[src/cplpsc_defines.svh]
`ifndef CPLPSC_DEFINES_SVH
`define CPLPSC_DEFINES_SVH

// stop-grant entry delay after acknowledge response phase, bus clocks
`define CPLPSC_GRANT_DELAY_CLKS 20
// least gap from sleep release to stop-clock release, bus clocks
`define CPLPSC_SLEEP_EXIT_CLKS 10
// bus clock stops this many clocks after deep-sleep entry
`define CPLPSC_CLK_STOP_CLKS 2
// settling after deep-sleep release
`define CPLPSC_PLL_SETTLE_NS 30000
`define CPLPSC_CLK_PERIOD_NS 4
`define CPLPSC_PLL_SETTLE_CLKS ((`CPLPSC_PLL_SETTLE_NS + `CPLPSC_CLK_PERIOD_NS - 1) / `CPLPSC_CLK_PERIOD_NS)
// response phase of the acknowledge cycle, clocks after issue
`define CPLPSC_ACK_RESP_CLKS 2
// width of local interrupt lines
`define CPLPSC_LINT_W 2

`endif

[src/cplpsc_pkg.sv]
package cplpsc_pkg;

    typedef enum logic [3:0] {
        ST_NORMAL,
        ST_AUTO_HALT,
        ST_ACK_WAIT,
        ST_GRANT_WAIT,
        ST_STOP_GRANT,
        ST_SNOOP,
        ST_SLEEP,
        ST_DEEP_SLEEP,
        ST_SETTLE
    } cplpsc_state_type;

    typedef enum logic [2:0] {
        HS_IDLE,
        HS_STOP,
        HS_SLEEP,
        HS_DEEP,
        HS_DEEP_EXIT,
        HS_SLEEP_EXIT,
        HS_RELEASE
    } cplpsc_host_state_type;

endpackage : cplpsc_pkg

[src/cplpsc_if.sv]
`timescale 1ns/1ps
`default_nettype none

interface cplpsc_if;
    logic stop_clock_req_n;
    logic sleep_req_n;
    logic deep_sleep_req_n;
    logic cpu_clock_stop_n;
    logic pending_break_n;
    logic power_status_n;
    logic sys_mgmt_irq_n;
    logic init_n;
    logic [1:0] local_irq_lines;
    logic bus_irq_msg;
    logic snoop_req;
    logic snoop_done;
    logic stop_ack_cycle;
    logic data_buf_power_n;
    logic priority_agent_req_n;

    modport cpu (
        input stop_clock_req_n, sleep_req_n, deep_sleep_req_n, cpu_clock_stop_n,
        input sys_mgmt_irq_n, init_n, local_irq_lines, bus_irq_msg, snoop_req,
        input snoop_done, data_buf_power_n, priority_agent_req_n,
        output pending_break_n, power_status_n, stop_ack_cycle
    );

    modport sys (
        output stop_clock_req_n, sleep_req_n, deep_sleep_req_n, cpu_clock_stop_n,
        output sys_mgmt_irq_n, init_n, local_irq_lines, bus_irq_msg, snoop_req,
        output snoop_done, data_buf_power_n, priority_agent_req_n,
        input pending_break_n, power_status_n, stop_ack_cycle
    );
endinterface : cplpsc_if

`default_nettype wire

[src/cplpsc_cpu.sv]
`timescale 1ns/1ps
`default_nettype none
`include "cplpsc_defines.svh"

module cplpsc_cpu #(
    parameter int GRANT_DELAY = `CPLPSC_GRANT_DELAY_CLKS,
    parameter int PLL_SETTLE = `CPLPSC_PLL_SETTLE_CLKS,
    parameter int ACK_RESP = `CPLPSC_ACK_RESP_CLKS
) (
    // clock and reset
    input wire logic clk_sys,
    input wire logic rst,
    // link to system logic
    cplpsc_if.cpu lnk,
    // core side
    input wire logic halt_exec,
    output logic [3:0] irq_service,
    output logic in_normal,
    output logic halted,
    output logic data_buf_en,
    output logic addr_buf_en,
    output logic snoop_active
);
    cplpsc_pkg::cplpsc_state_type state_ff, nxt_state;
    logic halt_ctx_ff, snp_halt_ff;
    logic [3:0] latched_ff;
    logic bus_irq_ff;
    logic pbe_ff, psi_ff, ack_ff;
    logic [3:0] svc_ff;
    logic dbuf_ff, abuf_ff, norm_ff, halted_ff, snoop_ff;
    logic ack_done, grant_done, settle_done, grant_busy;
    logic [3:0] irq_now;
    logic wake_any;

    // smi, init, lint1, lint0
    assign irq_now = {!lnk.sys_mgmt_irq_n, !lnk.init_n, lnk.local_irq_lines};
    assign wake_any = (|irq_now) || lnk.bus_irq_msg;

    // acknowledge response phase, then the fixed grant delay
    cplpsc_delay #(.COUNT(ACK_RESP)) u_ack (
        .clk_sys(clk_sys),
        .rst(rst),
        .start(ack_ff),
        .abort(lnk.stop_clock_req_n),
        .busy(),
        .done(ack_done)
    );
    cplpsc_delay #(.COUNT(GRANT_DELAY)) u_grant (
        .clk_sys(clk_sys),
        .rst(rst),
        .start(ack_done),
        .abort(lnk.stop_clock_req_n),
        .busy(grant_busy),
        .done(grant_done)
    );
    cplpsc_delay #(.COUNT(PLL_SETTLE)) u_settle (
        .clk_sys(clk_sys),
        .rst(rst),
        .start(state_ff == cplpsc_pkg::ST_DEEP_SLEEP && lnk.deep_sleep_req_n),
        .abort(1'b0),
        .busy(),
        .done(settle_done)
    );

    always_comb begin
        nxt_state = state_ff;
        unique case (state_ff)
            cplpsc_pkg::ST_NORMAL: begin
                if (!lnk.stop_clock_req_n) begin
                    nxt_state = cplpsc_pkg::ST_ACK_WAIT;
                end else if (halt_exec) begin
                    nxt_state = cplpsc_pkg::ST_AUTO_HALT;
                end
            end
            cplpsc_pkg::ST_AUTO_HALT: begin
                if (wake_any) begin
                    nxt_state = cplpsc_pkg::ST_NORMAL;
                end else if (!lnk.stop_clock_req_n) begin
                    nxt_state = cplpsc_pkg::ST_ACK_WAIT;
                end else if (lnk.snoop_req) begin
                    nxt_state = cplpsc_pkg::ST_SNOOP;
                end
            end
            cplpsc_pkg::ST_ACK_WAIT, cplpsc_pkg::ST_GRANT_WAIT: begin
                if (lnk.stop_clock_req_n) begin
                    nxt_state = halt_ctx_ff ? cplpsc_pkg::ST_AUTO_HALT : cplpsc_pkg::ST_NORMAL;
                end else if (grant_done) begin
                    nxt_state = cplpsc_pkg::ST_STOP_GRANT;
                end else if (grant_busy) begin
                    nxt_state = cplpsc_pkg::ST_GRANT_WAIT;
                end
            end
            cplpsc_pkg::ST_STOP_GRANT: begin
                if (lnk.stop_clock_req_n) begin
                    nxt_state = halt_ctx_ff ? cplpsc_pkg::ST_AUTO_HALT : cplpsc_pkg::ST_NORMAL;
                end else if (!lnk.sleep_req_n) begin
                    nxt_state = cplpsc_pkg::ST_SLEEP;
                end else if (lnk.snoop_req) begin
                    nxt_state = cplpsc_pkg::ST_SNOOP;
                end
            end
            cplpsc_pkg::ST_SNOOP: begin
                if (lnk.snoop_done) begin
                    nxt_state = snp_halt_ff ?
                        cplpsc_pkg::ST_AUTO_HALT : cplpsc_pkg::ST_STOP_GRANT;
                end
            end
            cplpsc_pkg::ST_SLEEP: begin
                // snoops and interrupts ignored here
                if (!lnk.deep_sleep_req_n) begin
                    nxt_state = cplpsc_pkg::ST_DEEP_SLEEP;
                end else if (lnk.sleep_req_n) begin
                    nxt_state = cplpsc_pkg::ST_STOP_GRANT;
                end
            end
            cplpsc_pkg::ST_DEEP_SLEEP: begin
                if (lnk.deep_sleep_req_n) begin
                    nxt_state = cplpsc_pkg::ST_SETTLE;
                end
            end
            cplpsc_pkg::ST_SETTLE: begin
                if (settle_done) begin
                    nxt_state = cplpsc_pkg::ST_SLEEP;
                end
            end
            default: nxt_state = cplpsc_pkg::ST_NORMAL;
        endcase
    end

    // reset keeps stop-grant while stop-clock held, otherwise full init
    always_ff @(posedge clk_sys) begin
        if (rst) begin
            if (state_ff == cplpsc_pkg::ST_STOP_GRANT && !lnk.stop_clock_req_n) begin
                state_ff <= cplpsc_pkg::ST_STOP_GRANT;
            end else begin
                state_ff <= cplpsc_pkg::ST_NORMAL;
            end
        end else begin
            state_ff <= nxt_state;
        end
    end

    always_ff @(posedge clk_sys) begin
        if (rst) begin
            halt_ctx_ff <= 1'b0;
        end else if (state_ff == cplpsc_pkg::ST_AUTO_HALT && !lnk.stop_clock_req_n) begin
            halt_ctx_ff <= 1'b1;
        end else if (state_ff == cplpsc_pkg::ST_NORMAL) begin
            halt_ctx_ff <= 1'b0;
        end
    end

    // snoop excursion returns to the state it left
    always_ff @(posedge clk_sys) begin
        if (rst || state_ff == cplpsc_pkg::ST_STOP_GRANT) begin
            snp_halt_ff <= 1'b0;
        end else if (state_ff == cplpsc_pkg::ST_AUTO_HALT) begin
            snp_halt_ff <= 1'b1;
        end
    end

    // latching window: grant entry, grant and its snoop excursions
    logic latch_win;
    assign latch_win = state_ff == cplpsc_pkg::ST_STOP_GRANT ||
        (state_ff == cplpsc_pkg::ST_SNOOP && !snp_halt_ff) ||
        state_ff == cplpsc_pkg::ST_GRANT_WAIT;

    always_ff @(posedge clk_sys) begin
        if (rst) begin
            latched_ff <= 4'h0;
            bus_irq_ff <= 1'b0;
            svc_ff <= 4'h0;
        end else if (latch_win) begin
            latched_ff <= latched_ff | irq_now;
            bus_irq_ff <= bus_irq_ff | lnk.bus_irq_msg;
            svc_ff <= 4'h0;
        end else if (state_ff == cplpsc_pkg::ST_NORMAL) begin
            svc_ff <= latched_ff;
            latched_ff <= 4'h0;
            bus_irq_ff <= 1'b0;
        end else begin
            svc_ff <= 4'h0;
        end
    end

    always_ff @(posedge clk_sys) begin
        if (rst) begin
            ack_ff <= 1'b0;
        end else begin
            ack_ff <= nxt_state == cplpsc_pkg::ST_ACK_WAIT &&
                state_ff != cplpsc_pkg::ST_ACK_WAIT;
        end
    end

    // pending-break ignores the interrupt-enable flag entirely
    always_ff @(posedge clk_sys) begin
        if (rst) begin
            pbe_ff <= 1'b1;
        end else begin
            pbe_ff <= !(state_ff == cplpsc_pkg::ST_STOP_GRANT &&
                ((|latched_ff) || bus_irq_ff));
        end
    end

    always_ff @(posedge clk_sys) begin
        if (rst) begin
            psi_ff <= 1'b1;
        end else begin
            psi_ff <= nxt_state != cplpsc_pkg::ST_DEEP_SLEEP;
        end
    end

    always_ff @(posedge clk_sys) begin
        if (rst) begin
            dbuf_ff <= 1'b0;
            abuf_ff <= 1'b0;
        end else begin
            dbuf_ff <= !lnk.data_buf_power_n;
            abuf_ff <= !lnk.priority_agent_req_n;
        end
    end

    always_ff @(posedge clk_sys) begin
        if (rst) begin
            norm_ff <= state_ff != cplpsc_pkg::ST_STOP_GRANT || lnk.stop_clock_req_n;
            halted_ff <= 1'b0;
            snoop_ff <= 1'b0;
        end else begin
            norm_ff <= nxt_state == cplpsc_pkg::ST_NORMAL;
            halted_ff <= nxt_state == cplpsc_pkg::ST_AUTO_HALT;
            snoop_ff <= nxt_state == cplpsc_pkg::ST_SNOOP;
        end
    end

    assign lnk.pending_break_n = pbe_ff;
    assign lnk.power_status_n = psi_ff;
    assign lnk.stop_ack_cycle = ack_ff;
    assign irq_service = svc_ff;
    assign in_normal = norm_ff;
    assign halted = halted_ff;
    assign data_buf_en = dbuf_ff;
    assign addr_buf_en = abuf_ff;
    assign snoop_active = snoop_ff;
endmodule : cplpsc_cpu

`default_nettype wire

[src/cplpsc_delay.sv]
`timescale 1ns/1ps
`default_nettype none

// one-shot down counter: done pulses once, COUNT clocks after start
module cplpsc_delay #(
    parameter int COUNT = 20
) (
    // clock and reset
    input wire logic clk_sys,
    input wire logic rst,
    // control
    input wire logic start,
    input wire logic abort,
    output logic busy,
    output logic done
);
    localparam int W = $clog2(COUNT + 1);
    logic [W-1:0] cnt_ff;

    always_ff @(posedge clk_sys) begin
        if (rst || abort) begin
            cnt_ff <= '0;
        end else if (start) begin
            cnt_ff <= W'(COUNT);
        end else if (cnt_ff != '0) begin
            cnt_ff <= cnt_ff - W'(1);
        end
    end

    assign busy = (cnt_ff != '0);
    assign done = (cnt_ff == W'(1)) && !abort;
endmodule : cplpsc_delay

`default_nettype wire

[src/flat_wrapper.sv]
// flat-port wrapper written by rule: the top's interface ports become plain ports
module cplpsc_cpu_flat 
#(
    parameter int GRANT_DELAY = `CPLPSC_GRANT_DELAY_CLKS,
    parameter int PLL_SETTLE = `CPLPSC_PLL_SETTLE_CLKS,
    parameter int ACK_RESP = `CPLPSC_ACK_RESP_CLKS
)
  (clk_sys, rst, halt_exec, irq_service, in_normal, halted, data_buf_en, addr_buf_en, snoop_active, lnk_stop_clock_req_n, lnk_sleep_req_n, lnk_deep_sleep_req_n, lnk_cpu_clock_stop_n, lnk_sys_mgmt_irq_n, lnk_init_n, lnk_local_irq_lines, lnk_bus_irq_msg, lnk_snoop_req, lnk_snoop_done, lnk_data_buf_power_n, lnk_priority_agent_req_n, lnk_pending_break_n, lnk_power_status_n, lnk_stop_ack_cycle);
  cplpsc_if lnk_i ();
  input wire logic clk_sys;
  input wire logic rst;
  input wire logic halt_exec;
  output logic [3:0] irq_service;
  output logic in_normal;
  output logic halted;
  output logic data_buf_en;
  output logic addr_buf_en;
  output logic snoop_active;
  input wire logic [$bits(lnk_i.stop_clock_req_n)-1:0] lnk_stop_clock_req_n;
  input wire logic [$bits(lnk_i.sleep_req_n)-1:0] lnk_sleep_req_n;
  input wire logic [$bits(lnk_i.deep_sleep_req_n)-1:0] lnk_deep_sleep_req_n;
  input wire logic [$bits(lnk_i.cpu_clock_stop_n)-1:0] lnk_cpu_clock_stop_n;
  input wire logic [$bits(lnk_i.sys_mgmt_irq_n)-1:0] lnk_sys_mgmt_irq_n;
  input wire logic [$bits(lnk_i.init_n)-1:0] lnk_init_n;
  input wire logic [$bits(lnk_i.local_irq_lines)-1:0] lnk_local_irq_lines;
  input wire logic [$bits(lnk_i.bus_irq_msg)-1:0] lnk_bus_irq_msg;
  input wire logic [$bits(lnk_i.snoop_req)-1:0] lnk_snoop_req;
  input wire logic [$bits(lnk_i.snoop_done)-1:0] lnk_snoop_done;
  input wire logic [$bits(lnk_i.data_buf_power_n)-1:0] lnk_data_buf_power_n;
  input wire logic [$bits(lnk_i.priority_agent_req_n)-1:0] lnk_priority_agent_req_n;
  output wire logic [$bits(lnk_i.pending_break_n)-1:0] lnk_pending_break_n;
  output wire logic [$bits(lnk_i.power_status_n)-1:0] lnk_power_status_n;
  output wire logic [$bits(lnk_i.stop_ack_cycle)-1:0] lnk_stop_ack_cycle;
  assign lnk_i.stop_clock_req_n = lnk_stop_clock_req_n;
  assign lnk_i.sleep_req_n = lnk_sleep_req_n;
  assign lnk_i.deep_sleep_req_n = lnk_deep_sleep_req_n;
  assign lnk_i.cpu_clock_stop_n = lnk_cpu_clock_stop_n;
  assign lnk_i.sys_mgmt_irq_n = lnk_sys_mgmt_irq_n;
  assign lnk_i.init_n = lnk_init_n;
  assign lnk_i.local_irq_lines = lnk_local_irq_lines;
  assign lnk_i.bus_irq_msg = lnk_bus_irq_msg;
  assign lnk_i.snoop_req = lnk_snoop_req;
  assign lnk_i.snoop_done = lnk_snoop_done;
  assign lnk_i.data_buf_power_n = lnk_data_buf_power_n;
  assign lnk_i.priority_agent_req_n = lnk_priority_agent_req_n;
  assign lnk_pending_break_n = lnk_i.pending_break_n;
  assign lnk_power_status_n = lnk_i.power_status_n;
  assign lnk_stop_ack_cycle = lnk_i.stop_ack_cycle;
  cplpsc_cpu #(.GRANT_DELAY(GRANT_DELAY), .PLL_SETTLE(PLL_SETTLE), .ACK_RESP(ACK_RESP)) u_core (.clk_sys(clk_sys), .rst(rst), .lnk(lnk_i), .halt_exec(halt_exec), .irq_service(irq_service), .in_normal(in_normal), .halted(halted), .data_buf_en(data_buf_en), .addr_buf_en(addr_buf_en), .snoop_active(snoop_active));
endmodule
[config.mk]
export PLATFORM = sky130hd
export DESIGN_NAME = cplpsc_cpu_flat
export DESIGN_NICKNAME = d
export VERILOG_FILES = /design/src/cplpsc_pkg.sv /design/src/cplpsc_if.sv /design/src/cplpsc_cpu.sv /design/src/cplpsc_delay.sv /design/src/flat_wrapper.sv
export VERILOG_INCLUDE_DIRS = /design/src /design/src/src
export SDC_FILE = /design/constraint.sdc
export NUM_CORES = 1
export LEC_CHECK = 0
export BUFFER_PORTS_ARGS = -buffer_cell sky130_fd_sc_hd__buf_2
export CAP_MARGIN = 20
export CORE_MARGIN = 5
export CORE_UTILIZATION = 30
export CTS_CLUSTER_SIZE = 30
export DETAILED_ROUTE_END_ITERATION = 8
export PLACE_DENSITY = 0.53
export SLEW_MARGIN = 20
export SYNTH_ARGS = -nofsm -noshare
export SYNTH_HDL_FRONTEND = slang
export SYNTH_SLANG_ARGS = --single-unit
[constraint.sdc]
create_clock -name clk_sys -period 2 [get_ports clk_sys]
set_input_delay 0.2 -clock clk_sys [delete_from_list [all_inputs] [get_ports clk_sys]]
set_output_delay 0.2 -clock clk_sys [all_outputs]
set_load 0.05 [all_outputs]
==> results.sh, run 1 <==
export IMPL_drtPass1Iterations=4
export IMPL_ys_types=45
export IMPL_yosys_register_bits=43
export IMPL_io_buffers=26
export IMPL_pwr_share_seq_pct=34.6
export IMPL_insertion_delay_ns=0.29
export IMPL_core_area_mm2=0.006681
export IMPL_fin_cells=359
export IMPL_cts_max_level=2
export IMPL_clock_path_buffers=2
export IMPL_areaGrowthSynthToFinish_pct=25.80
export IMPL_nFillCells=686
export IMPL_total_leakage_power_nw=1.036
export IMPL_async_reset_ff_share_pct=0
export IMPL_synth_main_ff_cell="dfxtp_1"
export IMPL_final_max_slew_viol_count=0
export IMPL_vdd_drop_max_mv=0.3792
export IMPL_clock_skew_ns=0.005068
export IMPL_grt_use_total_pct=10.80
export IMPL_fp_dieW_um=92.20
export IMPL_io_pins=28
export IMPL_grt_max_degree=18
export IMPL_grt_overflow_total=0
export IMPL_layout_common_cells="dfxtp_1, nor2_1, buf_2, buf_4, a21oi_1"
export IMPL_r2r_setup_slack_ns=0.06
export IMPL_cp_startpoint="u_core.u_settle.cnt_ff[3]"
export IMPL_cts_sinks=43
export IMPL_synth_mux_area_fraction_pct=0
export IMPL_cp_max_fo=6
export IMPL_cap_violations=0
export IMPL_hp_class="primary input to register"
export IMPL_synth_xor_area_share_pct=5.617
export IMPL_start_util_pct=30.34
export IMPL_fmax_mhz=514.9
export IMPL_final_common_cell="dfxtp_1"
export IMPL_final_setup_worst_slack_ns=0.05781
export IMPL_die_area_mm2=0.008500
export IMPL_worstPathArrival_ns=2.15
export IMPL_endpoint="u_core.u_settle.cnt_ff[1]"
export IMPL_fin_util_pct=38.16
export IMPL_slew_headroom_pct=71.74
export IMPL_num_rows=30
export IMPL_grt_pass1_vias=1689
export IMPL_synth_seq_area_share_pct=42.47
export IMPL_yosys_warnings=0
export IMPL_period_minus_slack_ns=1.942
export IMPL_synth_nets=255
export IMPL_crit_type="register to register"
export IMPL_netSwitchingPower_mw=1.233
export IMPL_post_place_ws_ns=-0.08945
export IMPL_gp_congestion=0.7992
export IMPL_comb_power_share_pct=49.1
export IMPL_diodes=0
export IMPL_synth_edf_count=0
export IMPL_synth_compound_area_share_pct=16.48
export IMPL_worst_pin_slew_ns=0.4239
export IMPL_vias=1760
export IMPL_hold_violations=0
export IMPL_synth_top_family_by_area="simple AND/OR/NAND/NOR gates"
export IMPL_reg2regPathDepth=4
export IMPL_layout_drive_gt1_share_pct=31.18
export IMPL_grt_pass1_wl_mm=7.562
export IMPL_nNetsFinal=300
export IMPL_numCtsBuffers=5
export IMPL_status="finished, final reports clean"
export IMPL_r2r_start="u_core.u_settle.cnt_ff[3]"
export IMPL_synth_cells=233
export IMPL_antenna_found_initial=0
export IMPL_ant_nets=0
export IMPL_finalPower_mw=3.364
export IMPL_final_setup_tns_ns=0
export IMPL_viasPerCell=4.903
export IMPL_drcViolationCount=0
export IMPL_synth_adder_area_share_pct=3.704
export IMPL_cts_tree="done"
export IMPL_start_kind="register"
export IMPL_seq_area_um2=865.8
export IMPL_synthSimpleGateAreaFrac_pct=27.04
export IMPL_p_per_area_mw_per_mm2=1319
export IMPL_path_clk_slew_ns=0.09
export IMPL_die_h_um=92.20
export IMPL_sw_frac_of_total_pct=36.65
export IMPL_r2r_end="u_core.u_settle.cnt_ff[1]"
export IMPL_wirelength_mm=4.367
export IMPL_drtIter0Drc=74
export IMPL_end_kind="register"
export IMPL_setup_violations=0
export IMPL_cp_required_ns=2.21
export IMPL_p_int_mw=2.131
export IMPL_rsz0062_at_grt="true"
export IMPL_place_inst=348
export IMPL_post_route_period_util_pct=97.11
export IMPL_syn_area_mm2=0.002027
export IMPL_place_hpwl_mm=3.326
export IMPL_wire_per_inst_um=12.16
export IMPL_clock_root_buffer="clkbuf_8"
export IMPL_synth_avg_cell_area_um2=8.699
export IMPL_multi_input_area_mm2=0.001144
export IMPL_clock_power_share_pct=16.3
[metrics by stage]
step	instance area, um2	hold slack (ns)
after floorplan	2046	0.2667
after global placement	2374	0.3504
after detailed placement	2374	0.3557
after CTS	2490	0.02963
after global routing	2550	0.03523
final	2550	0.04164
[logic make-up after synthesis]
family | Yosys count
AO/OA/AOI/OAI | 49
XOR/XNOR | 13
adder cells (fa/ha/maj) | 6
buffers and inverters | 23
flip-flops | 43
AND/OR/NAND/NOR | 99
[power groups by stage]
| stage | combinational [mW] | sequential (mW) | clock (mW) |
|---|---|---|---|
| floorplan | 1.09 | 1.22 | 0 |
| global placement | 1.51 | 1.17 | 0 |
| detailed placement | 1.54 | 1.17 | 0 |
| CTS | 1.57 | 1.15 | 0.572 |
| global route | 1.85 | 1.19 | 0.609 |
| finish | 1.65 | 1.17 | 0.547 |
[area by class of cell]
cell class	instances	area share, %
timing repair buffer	50	12.17
clock inverter	3	0.7851
sequential	43	33.95
inverter	11	1.619
multi-input combinational	167	44.85
tap	80	3.925
clock buffer	5	2.699
[worst max-delay path, stage by stage, from the launching register on]
cell and delay [ns]:
dfxtp_2 0.33, or4_4 0.56, or4_4 0.58, buf_4 0.17
a211oi_1 0.23
[cells in the mapped netlist, drive strengths merged, types with 2 or more instances]
cell,count,area [um2]
nor2,30,112.6
a311oi,2,17.52
nand2,9,33.78
o21a,2,15.01
xnor2,7,61.31
o21ai,8,40.04
or3b,3,26.28
o31ai,2,15.01
nand3b,2,15.01
a2111oi,2,17.52
and3,2,12.51
nand4,2,12.51
nor3,11,55.05
a21oi,13,65.06
nand2b,7,43.79
ha,6,75.07
o21bai,2,15.01
a22oi,5,37.54
clkbuf,10,37.54
a211oi,4,30.03
inv,11,41.29
nand3,5,25.02
a31oi,3,18.77
dfxtp,43,860.8
or4,6,48.80
xor2,6,52.55
or2,3,18.77
and2,5,31.28
nor4,3,18.77
buf,2,16.26
nor2b,4,25.02
or4b,3,30.03
[metal layers]
metal	global-route usage, %	wire, um	up-vias	part of all wire, %
met5	0	0	-	0
met3	2.707	185	5	4.2
met4	3.342	61	0	1.4
met2	18.25	2069	27	47
met1	13.47	2051	811	47
li1	-	-	917	-
[sequential cells by signal, indices dropped and copies added, names as in the netlist]
signal,cells
u_core.u_settle.cnt_ff,13
u_core.u_grant.cnt_ff,5
u_core.irq_service,4
u_core.latched_ff,4
u_core.state_ff,4
u_core.u_ack.cnt_ff,2
u_core.addr_buf_en,1
u_core.bus_irq_ff,1
u_core.data_buf_en,1
u_core.halt_ctx_ff,1
u_core.halted,1
u_core.in_normal,1
u_core.lnk.pending_break_n,1
u_core.lnk.power_status_n,1
u_core.lnk.stop_ack_cycle,1
u_core.snoop_active,1
u_core.snp_halt_ff,1
[worst min-delay path by stage]
| stage | from | to | slack, ns | cells after the start |
|---|---|---|---|---|
| after floorplan | lnk_priority_agent_req_n | u_core.addr_buf_en | 0.27 | 1 |
| after global placement | lnk_data_buf_power_n | u_core.data_buf_en | 0.35 | 2 |
| after detailed placement | lnk_data_buf_power_n | u_core.data_buf_en | 0.36 | 2 |
| after CTS | lnk_priority_agent_req_n | u_core.addr_buf_en | 0.03 | 2 |
| after global routing | lnk_data_buf_power_n | u_core.data_buf_en | 0.04 | 2 |
| final | lnk_priority_agent_req_n | u_core.addr_buf_en | 0.04 | 2 |
[repair_timing]
item                       4_1_cts  5_1_grt
hold buffers                     0        0
setup endpoints to repair        7       13
resized for setup                5       14
pin swaps                        3        9
buffers inserted                 1        2
Note: power is estimated with default switching activity, not from simulation.
==> run 2: changes to the inputs <==
--- a/config.mk
+++ b/config.mk
@@ -12,7 +12,8 @@
 export CORE_UTILIZATION = 30
 export CTS_CLUSTER_SIZE = 30
 export DETAILED_ROUTE_END_ITERATION = 8
-export PLACE_DENSITY = 0.53
+export PLACE_DENSITY = 0.51
+export SKIP_CTS_REPAIR_TIMING = 1
 export SLEW_MARGIN = 20
 export SYNTH_ARGS = -nofsm -noshare
 export SYNTH_HDL_FRONTEND = slang
==> constraint.sdc (replaced) <==
create_clock -name clk_sys -period 2.15 [get_ports clk_sys]
set_input_delay 0.215 -clock clk_sys [delete_from_list [all_inputs] [get_ports clk_sys]]
set_output_delay 0.215 -clock clk_sys [all_outputs]
set_load 0.05 [all_outputs]
==> results.sh, run 2 (synthesis gave the netlist of run 1 again) <==
export IMPL_status="finished, final reports clean"
export IMPL_final_setup_tns_ns=0
export IMPL_grt_overflow_total=0
export IMPL_grt_use_total_pct=10.41
export IMPL_cts_max_level=2
export IMPL_fin_util_pct=36.40
export IMPL_r2r_start="u_core.u_grant.cnt_ff[0]"
export IMPL_crit_type="register to register"
export IMPL_path_clk_slew_ns=0.08
export IMPL_reg_top3="u_core.u_settle.cnt_ff: 13 flops, u_core.u_grant.cnt_ff: 5 flops"
export IMPL_period_minus_slack_ns=2.071
export IMPL_finalPower_mw=2.939
export IMPL_fmax_mhz=482.9
export IMPL_worstPathArrival_ns=2.27
export IMPL_wire_per_inst_um=12.65
export IMPL_post_dp_cell_area_mm2=0.002323
export IMPL_cts_tree="done"
export IMPL_clock_skew_ns=0.008540
export IMPL_sw_frac_of_total_pct=36.64
export IMPL_grt_max_degree=17
export IMPL_core_area_mm2=0.006681
export IMPL_grt_pass1_vias=1609
export IMPL_areaGrowthSynthToFinish_pct=20.00
export IMPL_cp_startpoint="u_core.u_grant.cnt_ff[0]"
export IMPL_place_hpwl_mm=3.262
export IMPL_die_area_mm2=0.008500
export IMPL_viasPerCell=4.920
export IMPL_p_int_mw=1.862
export IMPL_final_common_cell="dfxtp_1"
export IMPL_die_h_um=92.20
export IMPL_setup_violations=0
export IMPL_ant_nets=0
export IMPL_diodes=0
export IMPL_pwr_share_seq_pct=36.3
export IMPL_drcViolationCount=0
export IMPL_worst_pin_slew_ns=0.4521
export IMPL_layout_drive_gt1_share_pct=23.70
export IMPL_numCtsBuffers=5
export IMPL_hold_start="lnk_priority_agent_req_n"
export IMPL_fin_area_mm2=0.002432
export IMPL_cp_max_fo=4
export IMPL_vdd_drop_max_mv=0.5886
export IMPL_post_route_period_util_pct=96.31
export IMPL_vias=1722
export IMPL_clock_power_share_pct=17.4
export IMPL_io_pins=28
export IMPL_holdWs_ns=0.06303
export IMPL_cp_required_ns=2.35
export IMPL_antenna_found_initial=0
export IMPL_drtIter0Drc=68
export IMPL_num_rows=30
export IMPL_cap_violations=0
export IMPL_io_buffers=26
export IMPL_total_leakage_power_nw=0.9951
export IMPL_p_per_area_mw_per_mm2=1208
export IMPL_hp_class="primary input to register"
export IMPL_grt_pass1_wl_mm=7.231
export IMPL_comb_power_share_pct=46.3
export IMPL_final_max_slew_viol_count=0
export IMPL_layout_common_cells="dfxtp_1, nor2_1, buf_2, buf_4, a21oi_1"
export IMPL_drtPass1Iterations=4
export IMPL_start_util_pct=30.34
export IMPL_netSwitchingPower_mw=1.077
export IMPL_cts_sinks=43
export IMPL_r2r_setup_slack_ns=0.08
export IMPL_slew_headroom_pct=69.86
export IMPL_gp_congestion=0.8449
export IMPL_insertion_delay_ns=0.29
export IMPL_regMostFlops="u_core.u_settle.cnt_ff"
export IMPL_hold_violations=0
export IMPL_start_kind="register"
export IMPL_largest_reg_flops=13
export IMPL_nNetsFinal=292
export IMPL_fp_dieW_um=92.20
export IMPL_wirelength_mm=4.426
export IMPL_clock_path_buffers=2
export IMPL_clock_root_buffer="clkbuf_8"
export IMPL_end_kind="register"
export IMPL_rsz0062_at_grt="true"
==> run 2: cell count changes in the layout (fill, tap and decap cells not counted), moves of 2 or more <==
cell and delta:
dfxtp_2 -4, buf_4 -8, inv_1 +2, dfxtp_1 +4
clkinvlp_4 -2, inv_2 -2, or4b_4 -2
==> run 2: layer usage <==
| layer | GRT usage, % | routed length [um] | up-vias |
|---|---|---|---|
| met5 | 0 | 0 | - |
| met2 | 17.34 | 2088 | 22 |
| met4 | 2.970 | 42 | 0 |
| li1 | - | - | 896 |
| met3 | 2.707 | 172 | 4 |
| met1 | 13.24 | 2124 | 800 |
==> run 2: critical path, stage by stage, from the launching register on <==
cell and delay [ns]:
dfxtp_1 0.40, ha_1 0.16, or4b_2 0.63, o2111a_1 0.16, a211oi_2 0.28, o21bai_1 0.16, a311oi_1 0.20
==> run 2: per-stage QoR <==
stage	cells	worst slack (ns)
after floorplan	233	0.07784
after detailed placement	343	0.02719
final	350	0.07931
after global placement	343	0.03779
after global routing	350	-0.05781
after CTS	350	-0.003391
==> run 2: power by group through the flow <==
stage	logic, mW	clock network (mW)	registers, mW
floorplan	0.976	0	1.13
global placement	1.34	0	1.08
detailed placement	1.35	0	1.09
CTS	1.36	0.537	1.07
global route	1.54	0.568	1.10
finish	1.36	0.512	1.07
==> run 2: final timing paths <==
path                          endpoint  cells past startpoint
max reg2reg  u_core.lnk.stop_ack_cycle                      6
max          u_core.lnk.stop_ack_cycle                      6
min reg2reg     u_core.u_ack.cnt_ff[0]                      1
min                 u_core.addr_buf_en                      2
==> run 2: layout make-up <==
type | count | area (um2)
timing repair buffer | 42 | 250.2
tap | 80 | 100.1
inverter | 11 | 41.29
clock inverter | 1 | 5.005
fill | 707 | 4249
sequential | 43 | 860.8
multi-input combinational | 167 | 1092
clock buffer | 6 | 82.58
==> run 3: changes to the inputs <==
--- a/config.mk
+++ b/config.mk
@@ -6,13 +6,13 @@
 export SDC_FILE = /design/constraint.sdc
 export NUM_CORES = 1
 export LEC_CHECK = 0
+export ABC_AREA = 1
 export BUFFER_PORTS_ARGS = -buffer_cell sky130_fd_sc_hd__buf_2
 export CAP_MARGIN = 20
 export CORE_MARGIN = 5
-export CORE_UTILIZATION = 30
-export CTS_CLUSTER_SIZE = 30
+export CORE_UTILIZATION = 35
 export DETAILED_ROUTE_END_ITERATION = 8
-export PLACE_DENSITY = 0.51
+export PLACE_DENSITY = 0.57
 export SKIP_CTS_REPAIR_TIMING = 1
 export SLEW_MARGIN = 20
 export SYNTH_ARGS = -nofsm -noshare
==> results.sh, run 3 <==
export IMPL_status="finished, final reports clean"
export IMPL_grt_max_degree=23
export IMPL_netlist_top_cells_area="dfxtp_1, nand2_1, inv_1"
export IMPL_synth_top_cell_by_area="dfxtp_1"
export IMPL_grt_use_total_pct=13.12
export IMPL_ys_types=32
export IMPL_core_area_mm2=0.005956
export IMPL_synth_cells=308
export IMPL_wire_per_inst_um=11.22
export IMPL_grt_pass1_vias=1871
export IMPL_post_place_ws_ns=0.4800
export IMPL_areaGrowthSynthToFinish_pct=15.19
export IMPL_largest_reg_flops=13
export IMPL_antenna_found_initial=0
export IMPL_drtIter0Drc=84
export IMPL_grt_pass1_wl_mm=8.093
export IMPL_final_max_slew_viol_count=0
export IMPL_worst_hold_path_endpoint="u_core.data_buf_en"
export IMPL_hold_violations=0
export IMPL_layout_drive_gt1_share_pct=18.24
export IMPL_final_setup_tns_ns=0
export IMPL_cp_required_ns=2.33
export IMPL_rsz0062_at_grt="false"
export IMPL_grt_overflow_total=0
export IMPL_end_kind="register"
export IMPL_clock_path_buffers=2
export IMPL_die_area_mm2=0.007861
export IMPL_insertion_delay_ns=0.30
export IMPL_cts_tree="done"
export IMPL_ant_nets=0
export IMPL_post_route_period_util_pct=78.51
export IMPL_finalPower_mw=3.253
export IMPL_reg2regPathDepth=9
export IMPL_synth_seq_area_share_pct=39.75
export IMPL_slew_headroom_pct=70.28
export IMPL_cap_violations=0
export IMPL_vdd_drop_max_mv=0.7326
export IMPL_cp_max_fo=5
export IMPL_fmax_mhz=592.4
export IMPL_worst_pin_slew_ns=0.4458
export IMPL_setup_violations=0
export IMPL_io_buffers=26
export IMPL_die_h_um=88.67
export IMPL_r2r_end="u_core.u_settle.cnt_ff[6]"
export IMPL_synth_avg_cell_area_um2=7.032
export IMPL_holdWs_ns=0.04852
export IMPL_crit_type="register to register"
export IMPL_yosys_register_bits=43
export IMPL_r2r_start="u_core.u_settle.cnt_ff[0]"
export IMPL_synth_top_area_share_pct=39.75
export IMPL_cts_max_level=2
export IMPL_reg_top3="u_core.u_settle.cnt_ff: 13 flops, u_core.u_grant.cnt_ff: 5 flops"
export IMPL_async_reset_ff_share_pct=0
export IMPL_start_kind="register"
export IMPL_total_leakage_power_nw=1.215
export IMPL_layout_common_cells="nand2_1, dfxtp_1, inv_1, nor2_1, buf_2"
export IMPL_p_per_area_mw_per_mm2=1304
export IMPL_period_minus_slack_ns=1.688
export IMPL_numCtsBuffers=5
export IMPL_synth_most_common_cell="nand2_1"
export IMPL_path_clk_slew_ns=0.08
export IMPL_clock_skew_ns=0.007555
export IMPL_final_setup_worst_slack_ns=0.4620
export IMPL_nNetsFinal=361
export IMPL_synth_edf_count=0
export IMPL_num_rows=28
export IMPL_regMostFlops="u_core.u_settle.cnt_ff"
export IMPL_synth_nets=330
export IMPL_synth_main_ff_cell="dfxtp_1"
export IMPL_hold_start="lnk_data_buf_power_n"
export IMPL_cts_sinks=43
export IMPL_io_pins=28
export IMPL_wirelength_mm=4.658
export IMPL_drtPass1Iterations=4
export IMPL_syn_area_mm2=0.002166
export IMPL_clock_root_buffer="clkbuf_8"
export IMPL_r2r_setup_slack_ns=0.46
export IMPL_fin_util_pct=41.89
export IMPL_final_common_cell="nand2_1"
export IMPL_diodes=0
export IMPL_viasPerCell=4.651
export IMPL_worstPathArrival_ns=1.86
export IMPL_fp_dieW_um=88.67
export IMPL_vias=1930
export IMPL_place_hpwl_mm=3.641
export IMPL_gp_congestion=0.8507
export IMPL_holdPathStages=2
export IMPL_hp_class="primary input to register"
export IMPL_drcViolationCount=0
export IMPL_yosys_warnings=0
export IMPL_yosys_top_cells_count="nand2_1, dfxtp_1, inv_1, nor2_1, nand3_1"
export IMPL_start_util_pct=36.37
-- run 3: where the power goes --
group          leakage (nW)  switching (mW)  internal, mW
Clock                0.0581           0.283         0.346
Combinational         0.805           0.933         0.547
Sequential            0.352           0.163         0.981
Total                  1.21            1.38          1.87
-- run 3: how the worst max path moves through the flow --
stage                                    startpoint                   endpoint  slack [ns]  cells after the start
after global routing      u_core.u_settle.cnt_ff[0]  u_core.u_settle.cnt_ff[6]        0.34                      9
after global placement    u_core.u_settle.cnt_ff[0]  u_core.u_settle.cnt_ff[6]        0.51                      9
final                     u_core.u_settle.cnt_ff[0]  u_core.u_settle.cnt_ff[6]        0.46                      9
after CTS                 u_core.u_settle.cnt_ff[0]  u_core.u_settle.cnt_ff[6]        0.46                      9
after floorplan           u_core.u_settle.cnt_ff[0]  u_core.u_settle.cnt_ff[6]        0.67                      9
after detailed placement  u_core.u_settle.cnt_ff[0]  u_core.u_settle.cnt_ff[6]        0.48                      9
-- run 3: kinds of logic (layout without fill, tap and decap cells) --
| kind of cell | after synthesis | after routing | synth area share [%] |
|---|---|---|---|
| AO/OA/AOI/OAI | 40 | 40 | 11.27 |
| XOR/XNOR | 7 | 7 | 2.831 |
| adder cells (fa/ha/maj) | 6 | 6 | 3.466 |
| buffers and inverters | 48 | 80 | 8.492 |
| flip-flops | 43 | 43 | 39.75 |
| AND/OR/NAND/NOR | 164 | 164 | 34.20 |
-- run 3: area by class of cell --
class	instances	area [um2]
Fill cell	633	3461
Tap cell	75	93.84
Inverter	45	168.9
Clock buffer	5	68.82
Sequential cell	43	860.8
Clock inverter	3	43.79
Multi-Input combinational cell	217	1121
Timing Repair Buffer	27	137.6
-- run 3: worst max-delay path, cell delays in order, from the launching register on --
cell and delay, ns:
dfxtp_1 0.41, inv_1 0.12, ha_1 0.26, nand2_1 0.18, inv_1 0.10, nand2_1 0.06, inv_1 0.04, or2_2 0.26
nand3_1 0.07, a21oi_1 0.06
-- run 3: per-stage QoR --
stage	instance area, um2	cells
floorplan	2166	308
global placement	2382	407
detailed placement	2382	407
CTS	2495	415
global route	2495	415
finish	2495	415
-- run 3: routing by layer --
| metal | up-vias | global-route usage [%] | share of wire (%) |
|---|---|---|---|
| met3 | 8 | 3.724 | 5.2 |
| li1 | 1037 | - | - |
| met5 | - | 0 | 0 |
| met2 | 26 | 22.00 | 45 |
| met4 | 0 | 4.945 | 1.6 |
| met1 | 859 | 15.90 | 48 |
